### config.mk
export PLATFORM = sky130hd
export DESIGN_NAME = adc_calibration_sequencer
export DESIGN_NICKNAME = d
export VERILOG_FILES = /design/src/cal_clock_divider.v /design/src/adc_calibration_sequencer.v
export VERILOG_INCLUDE_DIRS = /design/src
export SDC_FILE = /design/constraint.sdc
export NUM_CORES = 1
export LEC_CHECK = 0
export BUFFER_PORTS_ARGS = -buffer_cell sky130_fd_sc_hd__buf_2
export CAP_MARGIN = 5
export CORE_MARGIN = 2
export CORE_UTILIZATION = 50
export DETAILED_ROUTE_END_ITERATION = 12
export PLACE_DENSITY = 0.68
export RECOVER_POWER = 50
export SLEW_MARGIN = 20
export SYNTH_ARGS = -nofsm -noshare
export SYNTH_HDL_FRONTEND = slang
export SYNTH_SLANG_ARGS = --single-unit
### constraint.sdc
create_clock -name ref_clk -period 10.65 [get_ports ref_clk]
set_input_delay 1.065 -clock ref_clk [delete_from_list [all_inputs] [get_ports ref_clk]]
set_output_delay 1.065 -clock ref_clk [all_outputs]
set_load 0.005 [all_outputs]
### src/adc_cal_defs.vh
/*
 * Shared constants of the ADC calibration sequencer: bit positions of the
 * calibration control register, reset values, channel codes, averaging
 * counts and the timing figures of a calibration cycle.
 * Assumes it is included by its bare name; definitions only.
 */
`ifndef ADC_CAL_DEFS_VH
`define ADC_CAL_DEFS_VH

// Bit positions of the calibration control register.
`define CAL_START_BIT      0
`define CAL_TYPE_BIT       1
`define CAL_MODE_BIT       2
`define CAL_OFS_DIS_BIT    3
`define CAL_AVG_LO_BIT     4
`define CAL_AVG_HI_BIT     5
`define CAL_GAIN_DIS_BIT   6
`define CAL_BUSY_BIT       7
`define CAL_CTRL_RESET     8'h00
`define CAL_CTRL_BITS_RESET 7'h00

// Control values that start offset and gain cycles with 31 averages.
`define CAL_CMD_OFFSET     8'h25
`define CAL_CMD_GAIN       8'h27

// Channel codes of the internal ground and internal reference.
`define CAL_CH_INT_GND     4'hb
`define CAL_CH_INT_REF     4'hc

// Readings averaged per bit decision for each average select code.
`define CAL_AVG_N0         6'h07
`define CAL_AVG_N1         6'h0f
`define CAL_AVG_N2         6'h1f
`define CAL_AVG_N3         6'h3f

// Reciprocals of the averaging counts, scaled by 2^16.
`define CAL_RECIP_N0       14'h2492
`define CAL_RECIP_N1       14'h1111
`define CAL_RECIP_N2       14'h0842
`define CAL_RECIP_N3       14'h0410
`define CAL_RECIP_SHIFT    16

// Cycle shape: bit decisions per cycle and converter clocks per reading, acquisition excluded.
`define CAL_BIT_DECISIONS  4'he
`define CAL_READ_BASE      5'h10

// Result range and reset values of the coefficients.
`define CAL_FULL_SCALE     12'hfff
`define CAL_OFS_RESET      12'h000
`define CAL_GAIN_RESET     12'hfff
`define CAL_GAIN_SHIFT     12

`endif

### src/cal_clock_divider.v
/*
 * Converter clock tick generator: one core cycle wide tick every
 * divRatio core cycles.
 * Assumes divRatio comes from logic on ref_clk; a ratio of zero acts as one.
 */
`timescale 1ns/1ps

module cal_clock_divider (
   input  wire       ref_clk,   // Core clock, 200 MHz.
   input  wire       rst,       // Asynchronous reset, active high.
   input  wire [5:0] divRatio,  // Core cycles per converter clock.
   output reg        convTick   // One-cycle converter clock tick.
);

   reg [5:0] divCnt_r;
   reg [5:0] divCnt_nxt;
   wire      wrapNow;

   // A ratio of zero is treated as one so the tick never stops.
   assign wrapNow = (divCnt_r >= divRatio) || (divCnt_r == 6'h3f) ||
                    (divRatio == 6'h00) ||
                    (divCnt_r == divRatio - 6'h01);

   always @* begin
      divCnt_nxt = wrapNow ? 6'h00 : divCnt_r + 6'h01;
   end

   // Counter and tick register.
   always @(posedge ref_clk or posedge rst) begin
      if (rst) begin
         divCnt_r <= 6'h00;
         convTick <= 1'b0;
      end else begin
         divCnt_r <= divCnt_nxt;
         convTick <= wrapNow;
      end
   end

endmodule // cal_clock_divider

### src/adc_calibration_sequencer.v
/*
 * ADC calibration sequencer: holds the calibration control register, times
 * offset and gain calibration cycles, averages converter readings, stores
 * the coefficients and applies them to later conversion results.
 * Assumes the converter, channel selector and configuration live on
 * ref_clk; rawSample is valid at the last converter tick of each reading.
 */
`timescale 1ns/1ps
`include "adc_cal_defs.vh"

module adc_calibration_sequencer (
   input  wire        ref_clk,      // Core clock, 200 MHz.
   input  wire        rst,          // Asynchronous reset, active high.
   input  wire        ctrlWrEn,     // Write strobe of the control register.
   input  wire [7:0]  ctrlWrData,   // Value written to the control register.
   input  wire [3:0]  channelSelect,// Channel selector code.
   input  wire [5:0]  divRatio,     // Core cycles per converter clock.
   input  wire [1:0]  acqSel,       // Acquisition clocks minus one.
   input  wire [11:0] rawSample,    // Converter reading during calibration.
   input  wire [11:0] convResult,   // Raw result of a normal conversion.
   input  wire        convValid,    // Pulse: convResult is valid.
   output reg  [7:0]  ctrlRdData_r, // Read value of the control register.
   output reg  [3:0]  calChannel_r, // Channel held for the running cycle.
   output reg         acqWindow_r,  // High while a reading acquires.
   output reg         sampleTake_r, // Pulse: reading taken this cycle.
   output reg         calDone_r,    // Pulse: calibration cycle ended.
   output reg  [11:0] offsetCoeff_r,// Stored offset coefficient.
   output reg  [11:0] gainCoeff_r,  // Stored full-scale reading.
   output reg  [11:0] corrResult_r, // Corrected conversion result.
   output reg         corrValid_r   // Pulse: corrResult_r is valid.
);

   ////////////////////////////////////////////////////////////////////////
   // States and decoding functions.

   localparam [2:0] ST_IDLE  = 3'b001;
   localparam [2:0] ST_READ  = 3'b010;
   localparam [2:0] ST_STORE = 3'b100;

   // Readings per bit decision for an average select code.
   function [5:0] avgCount;
      input [1:0] code;
      begin
         case (code)
            2'b00:   avgCount = `CAL_AVG_N0;
            2'b01:   avgCount = `CAL_AVG_N1;
            2'b10:   avgCount = `CAL_AVG_N2;
            default: avgCount = `CAL_AVG_N3;
         endcase
      end
   endfunction

   // Scaled reciprocal of the same count, used to form the mean.
   function [13:0] avgRecip;
      input [1:0] code;
      begin
         case (code)
            2'b00:   avgRecip = `CAL_RECIP_N0;
            2'b01:   avgRecip = `CAL_RECIP_N1;
            2'b10:   avgRecip = `CAL_RECIP_N2;
            default: avgRecip = `CAL_RECIP_N3;
         endcase
      end
   endfunction

   ////////////////////////////////////////////////////////////////////////
   // Converter clock ticks.

   wire convTick;
   cal_clock_divider u_div (
      .ref_clk  (ref_clk),
      .rst      (rst),
      .divRatio (divRatio),
      .convTick (convTick)
   );

   ////////////////////////////////////////////////////////////////////////
   // Control register and sequencer state.

   reg  [2:0]  state_r;
   reg  [2:0]  state_nxt;
   reg  [6:0]  ctrl_r;          // Bits 6..0; busy is separate.
   reg  [6:0]  ctrl_nxt;
   reg         busy_r;
   reg         busy_nxt;
   reg         type_r;          // Latched type of the running cycle.
   reg         type_nxt;
   reg  [1:0]  avgSel_r;
   reg  [1:0]  avgSel_nxt;
   reg  [4:0]  tickCnt_r;
   reg  [4:0]  tickCnt_nxt;
   reg  [5:0]  avgCnt_r;
   reg  [5:0]  avgCnt_nxt;
   reg  [3:0]  bitCnt_r;
   reg  [3:0]  bitCnt_nxt;
   reg  [17:0] sum_r;
   reg  [17:0] sum_nxt;
   reg  [3:0]  channel_nxt;
   reg  [11:0] offset_nxt;
   reg  [11:0] gain_nxt;
   reg         done_nxt;
   reg         take_nxt;

   wire [4:0]  readLen;
   wire [4:0]  acqLen;
   wire        readEnd;
   wire        startReq;
   wire [31:0] meanProd;
   wire [11:0] meanVal;

   // One reading spans 16 plus the acquisition converter clocks.
   assign acqLen   = {3'b000, acqSel} + 5'h01;
   assign readLen  = `CAL_READ_BASE + acqLen;
   assign readEnd  = convTick && (tickCnt_r == readLen - 5'h01);
   // A start needs the start bit and the calibration mode bit together.
   assign startReq = ctrlWrEn && ctrlWrData[`CAL_START_BIT] &&
                     ctrlWrData[`CAL_MODE_BIT];
   // Mean of the last bit decision's readings.
   assign meanProd = {14'h0000, sum_r} * {18'h00000, avgRecip(avgSel_r)};
   assign meanVal  = meanProd[`CAL_RECIP_SHIFT +: 12];

   // Next-state logic of the sequencer and the control register.
   always @* begin
      state_nxt   = state_r;
      ctrl_nxt    = ctrl_r;
      busy_nxt    = busy_r;
      type_nxt    = type_r;
      avgSel_nxt  = avgSel_r;
      tickCnt_nxt = tickCnt_r;
      avgCnt_nxt  = avgCnt_r;
      bitCnt_nxt  = bitCnt_r;
      sum_nxt     = sum_r;
      channel_nxt = calChannel_r;
      offset_nxt  = offsetCoeff_r;
      gain_nxt    = gainCoeff_r;
      done_nxt    = 1'b0;
      take_nxt    = 1'b0;
      // While a cycle runs only the disable bits take a write.
      if (ctrlWrEn && (state_r != ST_IDLE)) begin
         ctrl_nxt[`CAL_GAIN_DIS_BIT] = ctrlWrData[`CAL_GAIN_DIS_BIT];
         ctrl_nxt[`CAL_OFS_DIS_BIT]  = ctrlWrData[`CAL_OFS_DIS_BIT];
      end
      case (state_r)
         ST_IDLE: begin
            if (ctrlWrEn) begin
               ctrl_nxt = ctrlWrData[6:0];
               ctrl_nxt[`CAL_START_BIT] = startReq;
            end
            if (startReq) begin
               state_nxt   = ST_READ;
               busy_nxt    = 1'b1;
               type_nxt    = ctrlWrData[`CAL_TYPE_BIT];
               avgSel_nxt  = ctrlWrData[`CAL_AVG_HI_BIT:`CAL_AVG_LO_BIT];
               // The channel selector code is latched as given, whatever it carries.
               channel_nxt = channelSelect;
               tickCnt_nxt = 5'h00;
               avgCnt_nxt  = 6'h00;
               bitCnt_nxt  = 4'h0;
               sum_nxt     = 18'h00000;
            end
         end
         ST_READ: begin
            if (convTick)
               tickCnt_nxt = tickCnt_r + 5'h01;
            if (readEnd) begin
               tickCnt_nxt = 5'h00;
               take_nxt    = 1'b1;
               sum_nxt     = sum_r + {6'h00, rawSample};
               if (avgCnt_r == avgCount(avgSel_r) - 6'h01) begin
                  avgCnt_nxt = 6'h00;
                  if (bitCnt_r == `CAL_BIT_DECISIONS - 4'h1) begin
                     state_nxt = ST_STORE;
                  end else begin
                     bitCnt_nxt = bitCnt_r + 4'h1;
                     sum_nxt    = 18'h00000;
                  end
               end else begin
                  avgCnt_nxt = avgCnt_r + 6'h01;
               end
            end
         end
         ST_STORE: begin
            if (type_r)
               gain_nxt = meanVal;
            else
               offset_nxt = meanVal;
            ctrl_nxt[`CAL_START_BIT] = 1'b0;
            busy_nxt  = 1'b0;
            done_nxt  = 1'b1;
            state_nxt = ST_IDLE;
         end
         default: begin
            state_nxt = ST_IDLE;
            busy_nxt  = 1'b0;
         end
      endcase
   end

   // Sequencer registers; every output is a flip-flop.
   always @(posedge ref_clk or posedge rst) begin
      if (rst) begin
         state_r       <= ST_IDLE;
         ctrl_r        <= `CAL_CTRL_BITS_RESET;
         busy_r        <= 1'b0;
         type_r        <= 1'b0;
         avgSel_r      <= 2'b00;
         tickCnt_r     <= 5'h00;
         avgCnt_r      <= 6'h00;
         bitCnt_r      <= 4'h0;
         sum_r         <= 18'h00000;
         calChannel_r  <= 4'h0;
         offsetCoeff_r <= `CAL_OFS_RESET;
         gainCoeff_r   <= `CAL_GAIN_RESET;
         calDone_r     <= 1'b0;
         sampleTake_r  <= 1'b0;
         acqWindow_r   <= 1'b0;
         ctrlRdData_r  <= `CAL_CTRL_RESET;
      end else begin
         state_r       <= state_nxt;
         ctrl_r        <= ctrl_nxt;
         busy_r        <= busy_nxt;
         type_r        <= type_nxt;
         avgSel_r      <= avgSel_nxt;
         tickCnt_r     <= tickCnt_nxt;
         avgCnt_r      <= avgCnt_nxt;
         bitCnt_r      <= bitCnt_nxt;
         sum_r         <= sum_nxt;
         calChannel_r  <= channel_nxt;
         offsetCoeff_r <= offset_nxt;
         gainCoeff_r   <= gain_nxt;
         calDone_r     <= done_nxt;
         sampleTake_r  <= take_nxt;
         acqWindow_r   <= (state_nxt == ST_READ) && (tickCnt_nxt < acqLen);
         ctrlRdData_r  <= {busy_nxt, ctrl_nxt};
      end
   end

   ////////////////////////////////////////////////////////////////////////
   // Coefficient correction of conversion results.

   reg  [11:0] ofsFixed;
   reg  [11:0] gainFixed;
   reg  signed [13:0] gainErr;
   reg  signed [26:0] gainProd;
   reg  signed [14:0] scaled;

   // Offset is removed first, then the gain error is scaled out. The
   // linear gain term avoids a divider at the price of a small error
   // near the edges of the correctable range.
   always @* begin
      ofsFixed  = convResult;
      if (!ctrl_r[`CAL_OFS_DIS_BIT])
         ofsFixed = (convResult > offsetCoeff_r) ?
                    convResult - offsetCoeff_r : 12'h000;
      gainErr  = $signed({2'b00, gainCoeff_r}) -
                 $signed({2'b00, `CAL_FULL_SCALE});
      gainProd = $signed({1'b0, ofsFixed}) * gainErr;
      scaled   = $signed({3'b000, ofsFixed}) -
                 $signed(gainProd[26:`CAL_GAIN_SHIFT]);
      if (ctrl_r[`CAL_GAIN_DIS_BIT])
         gainFixed = ofsFixed;
      else if (scaled < 15'sh0000)
         gainFixed = 12'h000;
      else if (scaled > $signed({3'b000, `CAL_FULL_SCALE}))
         gainFixed = `CAL_FULL_SCALE;
      else
         gainFixed = scaled[11:0];
   end

   // Corrected result register, one cycle behind convValid.
   always @(posedge ref_clk or posedge rst) begin
      if (rst) begin
         corrResult_r <= 12'h000;
         corrValid_r  <= 1'b0;
      end else begin
         corrValid_r <= convValid;
         if (convValid)
            corrResult_r <= gainFixed;
      end
   end

endmodule // adc_calibration_sequencer

==> flow_metrics.tcl <==
set metrics [dict create \
    status "finished with violations" \
    violations "capacitance limit, slew limit" \
    num_antenna_cells 0 \
    crit_path_end_kind "flop" \
    path_class "in2reg" \
    start_kind "input port" \
    grt_max_degree 62 \
    portBuffers 98 \
    rsz0062_at_grt "false" \
    async_flop_share 1.00 \
    syn_nets 2376 \
    yosysSeqAreaShare 0.145 \
    crit_slowest_cell "fa_1" \
    post-route-util 0.563 \
    clock_path_buffers 2 \
    post_drt_via_cell_ratio 5.40 \
    synthCells 1843 \
    cts.sinks 98 \
    slew_viol_final 101 \
    combPwrFrac 0.401 \
    synth_warnings 0 \
    p_per_area_nw_per_um2 71.4 \
    multiInputGateArea_um2 13300 \
    worstMarginPinSlew_ns 3.23 \
    hold_class "reg2reg" \
    coreArea_um2 33600 \
    synthFlopType "dfrtp_1" \
    rows 67 \
    timing_hold_violations_final 0 \
    regArea_um2 2470 \
    dpl.hpwl_um 35100 \
    die_x_um 189 \
    pre_cts_ws_ns -0.293 \
    area_growth_pct 10.9 \
    numCtsBuffers 9 \
    synth_compound_area_frac 0.114 \
    io_pins 100 \
    drive_above_1_share 0.127 \
    synth_cell_types 81 \
    power_frac_seq 0.336 \
    timing.final.crit_share 0.954 \
    grt_use_total 0.239 \
    overflow 0 \
    synth_area_per_cell_um2 9.26 \
    synth_top_family_by_area "adder cells" \
    layout_setup_ws_ns 0.488 \
    wl_per_cell_um 17.0 \
    synth_area_um2 17100 \
    fill_cells 3020 \
    antenna_found_initial 0 \
    path_max_fanout 12 \
    first_pass_iters 5 \
    clk_pin_slew_ns 0.08 \
    place_congestion 0.938 \
    synth_most_common_cell "inv_1" \
    finalPower_mw 1.35 \
    synthTopCellsByCount "315 x inv_1, 261 x ha_1, 224 x fa_1" \
    cap_viol_max_count 2 \
    synth-adder-area-share 0.454 \
    switchingPower_uw 511 \
    max_stage_delay_ns 0.55 \
    die_h_um 189 \
    finClkSkew_ns 0.0179 \
    wl_um 41400 \
    setup_violations 0 \
    vdd_drop_max_mv 0.0764 \
    synth_edf_count 0 \
    clock_latency_ns 0.37 \
    start_util 0.508 \
    synthSimpleGateAreaFrac 0.149 \
    switching_share 0.378 \
    internal-power_uw 840 \
    grt_pass1_wl_um 67800 \
    ant_nets 0 \
    htree_levels 3 \
    power_frac_clock 0.263 \
    die_area_um2 35600 \
    synth_xor_area_frac 0.0457 \
    cp.arrival_ns 10.39 \
    timing.fmax_mhz 98.4 \
    synth.area.mux_share 0.00997 \
    via_count 13170 \
    post-synth-top-area-cell "fa_1" \
    cp.required_ns 10.88 \
    cts_tree "done" \
    min_period_ns 10.16 \
    synth.area.top_cells "fa_1 26%, ha_1 19%, dfrtp_1 12%" \
    drt_iter0_drc 667 \
    slew_headroom -1.15 \
    clockRootBuffer "clkbuf_16" \
    first_global_vias 13451 \
    crit_path_frequent_cell "fa_1" \
    finalNetCount 2520 \
    drc 0 \
    synth_top_area_share 0.263 \
    ys_ff_latch 98 \
    p_leak_nw 10.0 \
]
[power by group through the flow]
stage | combinational, mW | sequential (mW) | clock (mW)
2_1_floorplan | 0.353 | 0.452 | 0
6_report | 0.541 | 0.454 | 0.355
3_3_place_gp | 0.525 | 0.459 | 0
5_1_grt | 0.604 | 0.461 | 0.379
4_1_cts | 0.542 | 0.454 | 0.365
3_5_place_dp | 0.538 | 0.461 | 0
[cell families (layout without fill, tap and decap cells)]
| family | count (synthesis) | after routing |
|---|---|---|
| xor+xnor | 87 | 87 |
| compound gates | 275 | 275 |
| mux | 15 | 15 |
| buf+inv | 369 | 518 |
| fa+ha+maj | 485 | 485 |
| simple gates | 514 | 514 |
| flops | 98 | 98 |
[layout by cell type (no fill, tap or decap), types with 17 or more instances in the layout]
master    instances
nor2_1          114
nor3_1           18
buf_4            76
xor2_1           34
a21o_1           31
nand2b_1         20
nor2b_1          68
clkbuf_1         24
o21ai_0          50
nand2_1         144
xnor2_1          49
inv_1           314
a21oi_1          50
dfrtp_1          85
o21ai_1          17
buf_2            76
fa_1            224
ha_1            261
and2_1           68
[metrics by stage]
stage / area (um^2) / hold slack [ns] / std cells / setup TNS [ns]
after global placement: 18600 / 0.475 / 2423 / -0.458
after detailed placement: 18600 / 0.496 / 2423 / -3.20
after CTS: 18900 / 0.508 / 2439 / 0
after global routing: 18900 / 0.530 / 2440 / 0
final: 18900 / 0.501 / 2440 / 0
after floorplan: 17100 / 0.455 / 1843 / 0
[flip-flops by register name (all words and copies together) (netlist names), named ones only]
register        flops
ctrl_r              5
sampleTake_r        1
offsetCoeff_r      12
u_div.divCnt_r      6
avgSel_r            2
avgCnt_r            6
calDone_r           1
tickCnt_r           5
busy_r              1
corrResult_r       12
bitCnt_r            4
corrValid_r         1
acqWindow_r         1
type_r              1
gainCoeff_r        12
calChannel_r        4
u_div.convTick      1
state_r             3
sum_r              18
[routing by layer]
layer  share of wire  global-route usage  vias to the layer above
li1                -                   -                     6269
met1            0.45               0.327                     6483
met2            0.48               0.399                      366
met3           0.052              0.0359                       52
met4           0.022              0.0595                        0
met5               0                   0                        -
[critical path: cells and delay by family]
kind | cells | cell delay (ns)
xor+xnor | 1 | 0.15
buf+inv | 12 | 1.38
mux | 1 | 0.21
fa+ha+maj | 10 | 4.20
compound gates | 9 | 1.67
simple gates | 9 | 1.71
[layout make-up]
| class | instances | area share |
|---|---|---|
| Inverter | 324 | 0.0647 |
| Clock inverter | 7 | 0.00502 |
| Tap cell | 448 | 0.0296 |
| Multi-Input combinational cell | 1376 | 0.701 |
| Timing Repair Buffer | 178 | 0.0571 |
| Sequential cell | 98 | 0.130 |
| Clock buffer | 9 | 0.0119 |
[final timing paths]
kind / from / endpoint / slack (ns) / cells past startpoint
max in group asynchronous: rst / sum_r[17] / 5.83 / 3
setup / recovery: convResult[0] / corrResult_r[10] / 0.49 / 42
setup reg to reg: offsetCoeff_r[0] / corrResult_r[10] / 0.88 / 40
hold reg to reg: u_div.divCnt_r[0] / u_div.divCnt_r[0] / 0.50 / 1
hold / removal: u_div.divCnt_r[0] / u_div.divCnt_r[0] / 0.50 / 1
min in group asynchronous: rst / corrValid_r / 1.11 / 2
[what timing repair did]
action	in CTS	in global routing
resized for setup	0	18
hold buffers	0	0
setup buffers	0	1
setup endpoints to repair	0	12
Power figures use the tool's default switching activity.
